`config.mk`:
```
export PLATFORM = sky130hd
export DESIGN_NAME = irap_port
export DESIGN_NICKNAME = d
export VERILOG_FILES = /design/src/irap_pkg.sv /design/src/irap_port.sv
export SDC_FILE = /design/constraint.sdc
export NUM_CORES = 1
export LEC_CHECK = 0
export CAP_MARGIN = 15
export CORE_MARGIN = 10
export CORE_UTILIZATION = 55
export CTS_CLUSTER_DIAMETER = 60
export DETAILED_ROUTE_END_ITERATION = 10
export DONT_BUFFER_PORTS = 1
export PLACE_DENSITY_LB_ADDON = 0.05
export SYNTH_ARGS = -nofsm -noshare
export SYNTH_HDL_FRONTEND = slang
export SYNTH_SLANG_ARGS = --single-unit
```
`constraint.sdc`:
```
create_clock -name clk_in -period 10.2 [get_ports clk_in]
set_input_delay 2.04 -clock clk_in [delete_from_list [all_inputs] [get_ports clk_in]]
set_output_delay 2.04 -clock clk_in [all_outputs]
set_load 0.01 [all_outputs]
```
`src/irap_pkg.sv`:
```
// Constants and carrier types of the two-wire register access port.
// Assumes one 10 MHz system clock and a synchronous active-high reset.
//
// What this block does
// Address byte, then pointer byte with top bit zero, then words high byte first.
// Register written only after the full low data byte has arrived.
// Pointer advances after every complete 16-bit word in a burst.
// Plain mode adds one per word, holding at the last register address.
// Host reads by writing pointer, then restart or stop-start with read bit.
// Unused addresses store nothing on write and read back as zero.
// Writes to read-only registers are discarded.
// Each further two bytes move the pointer and transfer the next register.
// Host ends reads with a NACK, writes with a stop; up to twenty words.
// Two advance modes, plain and contextual, chosen by ctx_mode_in; reset does not select one.
// Contextual DAC bursts start at the pointer the host writes, whether or not that port is DAC-configured.
// Contextual writes step to the next higher DAC-configured port.
// After the highest DAC port the pointer wraps to the lowest one.
// Contextual stepping only for DAC data writes and ADC data reads.
// Contextual ADC reads step upward to ADC ports and wrap likewise.
// Target address is 0111 plus three bits from two four-way straps.
// Works as target up to 400 kHz serial clock.
`default_nettype none

package irap_pkg;

	localparam int CLK_HZ = 10_000_000;
	localparam int SCL_MAX_HZ = 400_000;
	// System clocks per serial clock period at the fastest rate
	localparam int SCL_PERIOD_CYC = CLK_HZ / SCL_MAX_HZ;

	localparam logic [3:0] ADDR_FIXED = 4'h7;
	localparam logic [6:0] PTR_LAST = 7'h7f;
	localparam int NUM_PORTS = 20;
	localparam logic [6:0] DAC_BASE = 7'h60;
	localparam logic [6:0] ADC_BASE = 7'h40;

	// Strap connection codes
	localparam logic [1:0] STRAP_GND = 2'h0;
	localparam logic [1:0] STRAP_SDA = 2'h1;
	localparam logic [1:0] STRAP_SCL = 2'h2;
	localparam logic [1:0] STRAP_VDD = 2'h3;

	typedef enum logic [2:0] {
		IRAP_IDLE,
		IRAP_ADDR,
		IRAP_PTR,
		IRAP_WDATA,
		IRAP_RDATA,
		IRAP_ACK_OUT,
		IRAP_ACK_IN,
		IRAP_SKIP
	} irap_state_t;

	typedef struct packed {
		logic wr;
		logic rd;
		logic [6:0] addr;
		logic [15:0] wdata;
	} irap_req_t;

endpackage : irap_pkg

`default_nettype wire

```
`src/irap_port.sv`:
```
// Two-wire bus target giving access to a 7-bit addressed 16-bit register space.
// Assumes the register map answers reads combinationally and owns writability.
`default_nettype none

module irap_port #(
	parameter int PORTS = irap_pkg::NUM_PORTS
) (
	input wire logic clk_in,
	input wire logic rst_in,
	input wire logic scl_in,
	input wire logic sda_in,
	output logic sda_out,
	output logic sda_oe_out,
	input wire logic [1:0] strap0_in,
	input wire logic [1:0] strap1_in,
	input wire logic ctx_mode_in,
	input wire logic [PORTS-1:0] dac_ports_in,
	input wire logic [PORTS-1:0] adc_ports_in,
	input wire logic [PORTS-1:0] used_map_in,
	input wire logic [PORTS-1:0] ro_map_in,
	output irap_pkg::irap_req_t req_out,
	input wire logic [15:0] rdata_in,
	input wire logic reg_used_in,
	input wire logic reg_writable_in
);
	import irap_pkg::*;

	// ============================================================
	// State
	typedef struct packed {
		logic [1:0] scl_s;
		logic [1:0] sda_s;
		logic scl_q;
		logic sda_q;
		logic strap_done;
		logic [2:0] addr_lo;
		irap_state_t st;
		irap_state_t after_ack;
		logic [3:0] bitn;
		logic [7:0] sh;
		logic hi_phase;
		logic [7:0] hi_byte;
		logic [6:0] ptr;
		logic is_read;
		logic drive;
		logic sda_o;
		logic [15:0] rbuf;
		logic [4:0] words;
		irap_req_t req;
	} irap_regs_t;

	irap_regs_t r;
	irap_regs_t next_r;

	logic scl_rise;
	logic scl_fall;
	logic start_c;
	logic stop_c;

	// ============================================================
	// Strap decode
	function automatic logic [1:0] strap_code(input logic [1:0] s);
		strap_code = s;
	endfunction : strap_code

	// Next higher configured port, wrapping to the lowest
	function automatic logic [6:0] ctx_next(input logic [6:0] p, input logic [6:0] base,
		input logic [PORTS-1:0] map);
		logic [6:0] res;
		logic found;
		logic [6:0] idx;
		res = p;
		found = 1'b0;
		idx = p - base;
		for (int i = 0; i < PORTS; i++) begin
			if (!found && map[i] && 7'(i) > idx) begin
				res = base + 7'(i);
				found = 1'b1;
			end
		end
		for (int i = 0; i < PORTS; i++) begin
			if (!found && map[i]) begin
				res = base + 7'(i);
				found = 1'b1;
			end
		end
		ctx_next = res;
	endfunction : ctx_next

	function automatic logic in_bank(input logic [6:0] p, input logic [6:0] base);
		in_bank = (p >= base) && (p < base + 7'(PORTS));
	endfunction : in_bank

	// ============================================================
	// Bus conditions
	always_comb begin
		scl_rise = r.scl_s[1] && !r.scl_q;
		scl_fall = !r.scl_s[1] && r.scl_q;
		start_c = r.scl_s[1] && r.scl_q && r.sda_q && !r.sda_s[1];
		stop_c = r.scl_s[1] && r.scl_q && !r.sda_q && r.sda_s[1];
	end

	// ============================================================
	// Protocol engine
	always_comb begin
		logic [6:0] adv;
		logic ctx;
		adv = 7'h00;
		ctx = 1'b0;
		next_r = r;
		next_r.scl_s = {r.scl_s[0], scl_in};
		next_r.sda_s = {r.sda_s[0], sda_in};
		next_r.scl_q = r.scl_s[1];
		next_r.sda_q = r.sda_s[1];
		next_r.req.wr = 1'b0;
		next_r.req.rd = 1'b0;

		if (!r.strap_done) begin
			next_r.strap_done = 1'b1;
			next_r.addr_lo[2] = (strap1_in == STRAP_VDD) || (strap1_in == STRAP_SCL);
			next_r.addr_lo[1:0] = strap_code(strap0_in);
		end

		// Pointer advance after a complete word
		ctx = ctx_mode_in && (r.is_read ? in_bank(r.ptr, ADC_BASE)
			: in_bank(r.ptr, DAC_BASE));
		if (ctx && r.is_read)
			adv = ctx_next(r.ptr, ADC_BASE, adc_ports_in);
		else if (ctx)
			adv = ctx_next(r.ptr, DAC_BASE, dac_ports_in);
		else if (r.ptr == PTR_LAST)
			adv = r.ptr;
		else
			adv = r.ptr + 7'h01;

		if (start_c) begin
			next_r.st = IRAP_ADDR;
			next_r.bitn = 4'h0;
			next_r.drive = 1'b0;
			next_r.hi_phase = 1'b1;
			next_r.words = 5'h00;
		end else if (stop_c) begin
			next_r.st = IRAP_IDLE;
			next_r.drive = 1'b0;
		end else if (scl_rise) begin
			if (r.st inside {IRAP_ADDR, IRAP_PTR, IRAP_WDATA}) begin
				next_r.sh = {r.sh[6:0], r.sda_s[1]};
				next_r.bitn = r.bitn + 4'h1;
			end else if (r.st == IRAP_ACK_IN && r.sda_s[1]) begin
				next_r.st = IRAP_SKIP;
			end
		end else if (scl_fall) begin
			unique case (r.st)
				IRAP_IDLE, IRAP_SKIP: next_r.drive = 1'b0;
				IRAP_ADDR: if (r.bitn == 4'h8) begin
					next_r.bitn = 4'h0;
					if (r.sh[7:1] == {ADDR_FIXED, r.addr_lo}) begin
						next_r.is_read = r.sh[0];
						next_r.drive = 1'b1;
						next_r.sda_o = 1'b0;
						next_r.after_ack = r.sh[0] ? IRAP_RDATA : IRAP_PTR;
						next_r.st = IRAP_ACK_OUT;
						next_r.req.rd = r.sh[0];
						next_r.req.addr = r.ptr;
					end else begin
						next_r.st = IRAP_SKIP;
					end
				end
				IRAP_PTR, IRAP_WDATA: if (r.bitn == 4'h8) begin
					next_r.bitn = 4'h0;
					next_r.drive = 1'b1;
					next_r.sda_o = 1'b0;
					next_r.st = IRAP_ACK_OUT;
					next_r.after_ack = IRAP_WDATA;
					if (r.st == IRAP_PTR) begin
						next_r.ptr = r.sh[6:0];
						next_r.hi_phase = 1'b1;
					end else if (r.hi_phase) begin
						next_r.hi_byte = r.sh;
						// Map answers for the word's own address by the low byte
						next_r.req.addr = r.ptr;
						next_r.hi_phase = 1'b0;
					end else begin
						next_r.hi_phase = 1'b1;
						next_r.req.wr = reg_used_in && reg_writable_in;
						next_r.req.addr = r.ptr;
						next_r.req.wdata = {r.hi_byte, r.sh};
						next_r.ptr = adv;
						next_r.words = r.words + 5'h01;
					end
				end
				IRAP_ACK_OUT: begin
					next_r.drive = 1'b0;
					next_r.st = r.after_ack;
					if (r.after_ack == IRAP_RDATA) begin
						if (r.hi_phase) begin
							next_r.rbuf = reg_used_in ? rdata_in : 16'h0000;
							next_r.drive = !(reg_used_in ? rdata_in[15] : 1'b0);
						end else begin
							next_r.drive = !r.rbuf[7];
						end
						next_r.sda_o = 1'b0;
						next_r.bitn = 4'h1;
					end
				end
				IRAP_RDATA: begin
					if (r.bitn == 4'h8) begin
						next_r.drive = 1'b0;
						next_r.st = IRAP_ACK_IN;
						next_r.bitn = 4'h0;
						if (!r.hi_phase) begin
							next_r.ptr = adv;
							next_r.words = r.words + 5'h01;
							next_r.req.rd = 1'b1;
							next_r.req.addr = adv;
						end
					end else begin
						next_r.drive = !(r.hi_phase ? r.rbuf[4'd15 - r.bitn]
							: r.rbuf[4'd7 - r.bitn]);
						next_r.bitn = r.bitn + 4'h1;
					end
				end
				IRAP_ACK_IN: begin
					next_r.hi_phase = !r.hi_phase;
					next_r.st = IRAP_RDATA;
					next_r.bitn = 4'h1;
					if (!r.hi_phase) begin
						next_r.rbuf = reg_used_in ? rdata_in : 16'h0000;
						next_r.drive = !(reg_used_in ? rdata_in[15] : 1'b0);
					end else begin
						next_r.drive = !r.rbuf[7];
					end
				end
				default: next_r.st = IRAP_IDLE;
			endcase
		end
	end

	always_ff @(posedge clk_in) begin
		if (rst_in) begin
			r <= '0;
			r.scl_s <= 2'h3;
			r.sda_s <= 2'h3;
			r.scl_q <= 1'b1;
			r.sda_q <= 1'b1;
			r.st <= IRAP_IDLE;
			r.after_ack <= IRAP_IDLE;
		end else begin
			r <= next_r;
		end
	end

	// Open drain: only ever pulls low
	assign sda_out = 1'b0;
	assign sda_oe_out = r.drive;
	assign req_out = r.req;

	// ============================================================
	// Checks
	a_write_word_last: assert property (@(posedge clk_in) disable iff (rst_in)
		r.req.wr |-> $past(r.st) == IRAP_WDATA && $past(r.hi_phase) == 1'b0)
		else $error("write strobe before low byte");
	a_ptr_hold_last: assert property (@(posedge clk_in) disable iff (rst_in)
		(!ctx_mode_in && $past(r.ptr) == PTR_LAST && $changed(r.words))
		|-> r.ptr == PTR_LAST)
		else $error("pointer left last address");
	a_ro_discard: assert property (@(posedge clk_in) disable iff (rst_in)
		(scl_fall && r.st == IRAP_WDATA && !reg_writable_in) |=> !r.req.wr)
		else $error("write to read-only register");
	a_unused_discard: assert property (@(posedge clk_in) disable iff (rst_in)
		(scl_fall && r.st == IRAP_WDATA && !reg_used_in) |=> !r.req.wr)
		else $error("write to unused address");
	a_ptr_step_one: assert property (@(posedge clk_in) disable iff (rst_in)
		(!$past(ctx_mode_in) && $changed(r.words) && r.words != 5'h00
		&& $past(r.ptr) != PTR_LAST) |-> r.ptr == $past(r.ptr) + 7'h01)
		else $error("pointer did not step by one");
	a_nack_foreign: assert property (@(posedge clk_in) disable iff (rst_in)
		(scl_fall && r.st == IRAP_ADDR && r.bitn == 4'h8
		&& r.sh[7:1] != {ADDR_FIXED, r.addr_lo}) |=> !r.drive && r.st == IRAP_SKIP)
		else $error("answered a foreign address");
	a_rd_unused_zero: assert property (@(posedge clk_in) disable iff (rst_in)
		(scl_fall && r.st == IRAP_ACK_IN && !r.hi_phase && !reg_used_in)
		|=> r.rbuf == 16'h0000)
		else $error("unused register read not zero");

endmodule : irap_port

`default_nettype wire

```
==> report_table.html <==
<table>
<tr><th>Metric</th><th>Value</th></tr>
<tr><th colspan="2">Worst setup path</th></tr>
<tr><td>CP endpoint</td><td>req_out[17]$_SDFFE_PP0P_</td></tr>
<tr><td>Crit Reg-Reg Startpoint</td><td>r[50]$_SDFFE_PP0P_</td></tr>
<tr><td>Worst setup startpoint</td><td>adc_ports_in[0]</td></tr>
<tr><td>Register-to-Register Setup Slack</td><td>5.16 ns</td></tr>
<tr><td>Data required time of the critical path</td><td>10.44 ns</td></tr>
<tr><td>Startpoint Class</td><td>input pin</td></tr>
<tr><td>Worst flop-to-flop path endpoint</td><td>req_out[17]$_SDFFE_PP0P_</td></tr>
<tr><td>Category of the critical setup timing path</td><td>input pin to flop</td></tr>
<tr><td>Endpoint type of the worst setup path</td><td>flop</td></tr>
<tr><td>Path depth of the worst reg2reg path</td><td>12</td></tr>
<tr><td>Critical-path maximum fanout</td><td>6</td></tr>
<tr><td>Worst path arrival time</td><td>5.40 ns</td></tr>
<tr><th colspan="2">Route</th></tr>
<tr><td>Total routed wirelength</td><td>23.2 mm</td></tr>
<tr><td>Residual DRC count</td><td>0</td></tr>
<tr><td>Routed wire per std cell</td><td>21.4 µm</td></tr>
<tr><td>Number of DRC markers after the initial detailed-route iteration</td><td>840</td></tr>
<tr><td>Detailed-routing iteration count for the pre-antenna-repair pass</td><td>6</td></tr>
<tr><td>Post-DR vias/cell</td><td>6.80</td></tr>
<tr><td>Post-DRT Antenna Nets</td><td>0</td></tr>
<tr><td>Via count</td><td>7372</td></tr>
<tr><th colspan="2">Yosys</th></tr>
<tr><td>Gate count of the mapped netlist</td><td>972</td></tr>
<tr><td>Area fraction of the dominant cell type after synthesis</td><td>24.7%</td></tr>
<tr><td>Main area contributors after synthesis</td><td>dfxtp_1 25%, nor2_1 7.1%, a21oi_1 6.3%</td></tr>
<tr><td>Count of distinct cell types in the synthesized netlist</td><td>91</td></tr>
<tr><td>Number of storage elements in the synthesis netlist</td><td>87</td></tr>
<tr><td>Synthesized area divided by synthesized cell count</td><td>7.26 µm²</td></tr>
<tr><td>Async set-reset flop share out of synthesis</td><td>0%</td></tr>
<tr><td>Number of nets produced by synthesis</td><td>1092</td></tr>
<tr><td>Total standard cell area after synthesis</td><td>7060 µm²</td></tr>
<tr><td>Sequential-to-total area share from yosys stat</td><td>24.7%</td></tr>
<tr><td>Synth Warn #</td><td>0</td></tr>
<tr><td>Most frequent cells after synthesis</td><td>134 x nor2_1, 89 x a21oi_1, 87 x dfxtp_1, 84 x nand2_1, 56 x o21ai_0</td></tr>
<tr><td>Most used flip-flop cell after synthesis</td><td>dfxtp_1</td></tr>
<tr><td>Most frequent cell after synthesis</td><td>nor2_1</td></tr>
<tr><td>Largest area contributor in the netlist</td><td>dfxtp_1</td></tr>
<tr><td>Post-synth EDFFs</td><td>0</td></tr>
<tr><th colspan="2">Power and ir drop</th></tr>
<tr><td>Share of power burned in combinational logic</td><td>6.0%</td></tr>
<tr><td>Internal cell power</td><td>0.000558 W</td></tr>
<tr><td>Static leakage</td><td>2.46 nW</td></tr>
<tr><td>Clock network power share</td><td>45.6%</td></tr>
<tr><td>PD cells</td><td>100 nW/µm²</td></tr>
<tr><td>Portion of total power attributed to sequential cells</td><td>48.4%</td></tr>
<tr><td>Switching power summed over all nets</td><td>0.000162 W</td></tr>
<tr><td>Maximum vdd drop</td><td>137 µV</td></tr>
<tr><td>Switching fraction of total power</td><td>22.5%</td></tr>
<tr><th colspan="2">Placed design</th></tr>
<tr><td>HPWL after detailed placement</td><td>17.7 mm</td></tr>
<tr><td>Count of buffers inserted at the top-level ports</td><td>0</td></tr>
<tr><td>Setup slack after placement</td><td>4.85 ns</td></tr>
<tr><td>Total placed instance area</td><td>6880 µm²</td></tr>
<tr><td>Final weighted congestion in routability-driven placement</td><td>0.942</td></tr>
<tr><th colspan="2">Timing</th></tr>
<tr><td>TNS Setup</td><td>0 ns</td></tr>
<tr><td>Actual transition at the worst max-transition pin</td><td>1.20 ns</td></tr>
<tr><td>Total of endpoints with negative setup slack in the final report</td><td>0</td></tr>
<tr><td>Count of final max-slew check failures</td><td>0</td></tr>
<tr><td>Worst-case clock skew</td><td>0.00588 ns</td></tr>
<tr><td>Final critical path time including I/O delays and setup</td><td>5.16 ns</td></tr>
<tr><td>Unrepaired setup endpoints after global routing</td><td>no</td></tr>
<tr><td>Final worst setup slack</td><td>5.04 ns</td></tr>
<tr><td>Max Clock Freq</td><td>0.194 GHz</td></tr>
<tr><td>Final clock period utilization by the worst path</td><td>50.6%</td></tr>
<tr><td>Hold Fails Final Rpt</td><td>0</td></tr>
<tr><td>Relative max-transition margin</td><td>17.8%</td></tr>
<tr><th colspan="2">Floorplanning</th></tr>
<tr><td>Die outline width</td><td>133 µm</td></tr>
<tr><td>Core outline area</td><td>12600 µm²</td></tr>
<tr><td>Std-Cell Rows</td><td>41</td></tr>
<tr><td>Vert. Die Dim</td><td>133 µm</td></tr>
<tr><td>Starting Density</td><td>55.9%</td></tr>
<tr><td>Number of top-level pins</td><td>134</td></tr>
<tr><td>Area of the die</td><td>17800 µm²</td></tr>
<tr><th colspan="2">Global route</th></tr>
<tr><td>GRT Util Overall</td><td>25.0%</td></tr>
<tr><td>Vias in the first global route</td><td>6853</td></tr>
<tr><td>Pin count of the biggest net entering global routing</td><td>73</td></tr>
<tr><td>Residual overflow from global routing</td><td>0</td></tr>
<tr><td>Initial antenna violation count</td><td>0</td></tr>
<tr><td>Global-route wire length before repair</td><td>36.9 mm</td></tr>
<tr><th colspan="2">Clocking</th></tr>
<tr><td>CTS tree</td><td>yes</td></tr>
<tr><td>Resized cells post-CTS</td><td>0</td></tr>
<tr><td>CTS Hold Buffers Added</td><td>0</td></tr>
<tr><td>Max Buffers Root-to-Sink</td><td>2</td></tr>
<tr><td>Clock root buffer</td><td>clkbuf_16</td></tr>
<tr><td>Clk sink count</td><td>87</td></tr>
<tr><td>Number of post-CTS setup repair buffers</td><td>0</td></tr>
<tr><td>Number of buffers created by CTS</td><td>9</td></tr>
<tr><td>CTS H-tree depth</td><td>3</td></tr>
<tr><td>Clock transition at the register clock pins on the worst setup and hold paths after CTS</td><td>0.06 ns</td></tr>
<tr><td>Worst skew pair latency</td><td>0.34 ns</td></tr>
<tr><th colspan="2">Final layout</th></tr>
<tr><td>Layout-stage area growth over the synthesis result</td><td>1.81%</td></tr>
<tr><td>Antenna fix cells</td><td>0</td></tr>
<tr><td>Count of fill cells added during filler insertion</td><td>1220</td></tr>
<tr><td>Cell area after layout</td><td>7190 µm²</td></tr>
<tr><td>Fraction of final layout cells with drive strength greater than 1</td><td>6.36%</td></tr>
<tr><td>Total area of sequential cells</td><td>1740 µm²</td></tr>
<tr><td>Net count reported at finish</td><td>1027</td></tr>
<tr><td>Core occupancy in the finished layout</td><td>57.0%</td></tr>
<tr><td>Area of the multi-input gates</td><td>4750 µm²</td></tr>
<tr><th colspan="2">Flow run</th></tr>
<tr><td>Maximum capacitance violations</td><td>0</td></tr>
<tr><th colspan="2">Min path</th></tr>
<tr><td>Worst Hold Class</td><td>flop to flop</td></tr>
<tr><th colspan="2">Status</th></tr>
<tr><td>Result of the run</td><td>finished, final reports clean</td></tr>
</table>
[worst min path at each step]
stage,startpoint,endpoint,cells after the start,slack [ns]
after floorplan,next_r[90]$_SDFF_PP1_,next_r[87]$_SDFF_PP1_,1,0.39
after global placement,next_r[90]$_SDFF_PP1_,next_r[87]$_SDFF_PP1_,1,0.39
after detailed placement,next_r[90]$_SDFF_PP1_,next_r[87]$_SDFF_PP1_,1,0.40
after CTS,next_r[90]$_SDFF_PP1_,next_r[87]$_SDFF_PP1_,1,0.41
after global routing,next_r[90]$_SDFF_PP1_,next_r[87]$_SDFF_PP1_,1,0.44
final,next_r[90]$_SDFF_PP1_,next_r[87]$_SDFF_PP1_,1,0.41
[state kept, by name, summed over array words and instances, names as in the netlist]
| name | flops |
|---|---|
| next_r | 4 |
| r | 57 |
| req_out | 25 |
| sda_oe_out | 1 |
[area by class of cell]
type,count,share of cell area (%)
repair buffers,6,0.592
well taps,172,2.99
inverters,36,1.88
clock buffers,10,3.33
multi-input cells,767,66.1
flip-flops and latches,87,24.2
clock inverters,6,0.923
[critical path, cell delays in order]
cell and delay (ns):
nor4_1 0.61, nand3_1 0.33, or2_2 0.40, a21oi_1 0.22, a2111oi_0 0.12, o32ai_1 0.14, a21oi_1 0.07, a2111oi_0 1.03
o31ai_1 0.22, o211a_1 0.19
[metrics by stage]
stage	total power (W)	cells	hold WS, ns
2_1_floorplan	0.000394	972	0.389
3_3_place_gp	0.000397	1067	0.394
3_5_place_dp	0.000398	1067	0.400
4_1_cts	0.000727	1083	0.414
5_1_grt	0.000745	1084	0.442
6_report	0.000720	1084	0.411
[cells by family after synthesis]
family	Yosys count	share of synthesized area, %
muxes	42	6.84
AOI/OAI and AO/OA	306	29.1
and+or+nand+nor	397	27.9
buffers and inverters	118	8.14
adders and majority gates	13	2.30
other	1	0.0531
DFF	87	24.7
xor gates and xnor gates	8	0.993
[metal layers]
layer  vias up  GRT usage, %  share of wire [%]
met5         -             0                  0
li1       3457             -                  -
met4         0          12.2                4.1
met3        63          4.55                8.7
met2       400          42.5                 48
met1      3452          29.5                 39
[placed cells by master, fill, tap and decap left out, drive strengths merged, types with 10 or more instances in the layout]
cell    netlist  final
ha           13     13
nor4         19     19
o31ai        10     10
nor3         22     22
inv          34     36
a31oi        12     12
nor2        135    135
and3         11     11
nand2        85     85
o21ai        57     57
o211ai       17     17
mux2i        37     37
a21oi        90     90
a211oi       12     12
nand3        47     47
dfxtp        87     87
clkbuf       40     11
[power groups by stage]
stage          combinational (W)  clock (W)  sequential [W]
2_1_floorplan          0.0000415          0        0.000352
3_3_place_gp           0.0000415          0        0.000356
3_5_place_dp           0.0000418          0        0.000356
4_1_cts                0.0000422   0.000336        0.000348
5_1_grt                0.0000480   0.000348        0.000349
6_report               0.0000432   0.000329        0.000348
No activity file was read; power rests on OpenSTA's default activity.
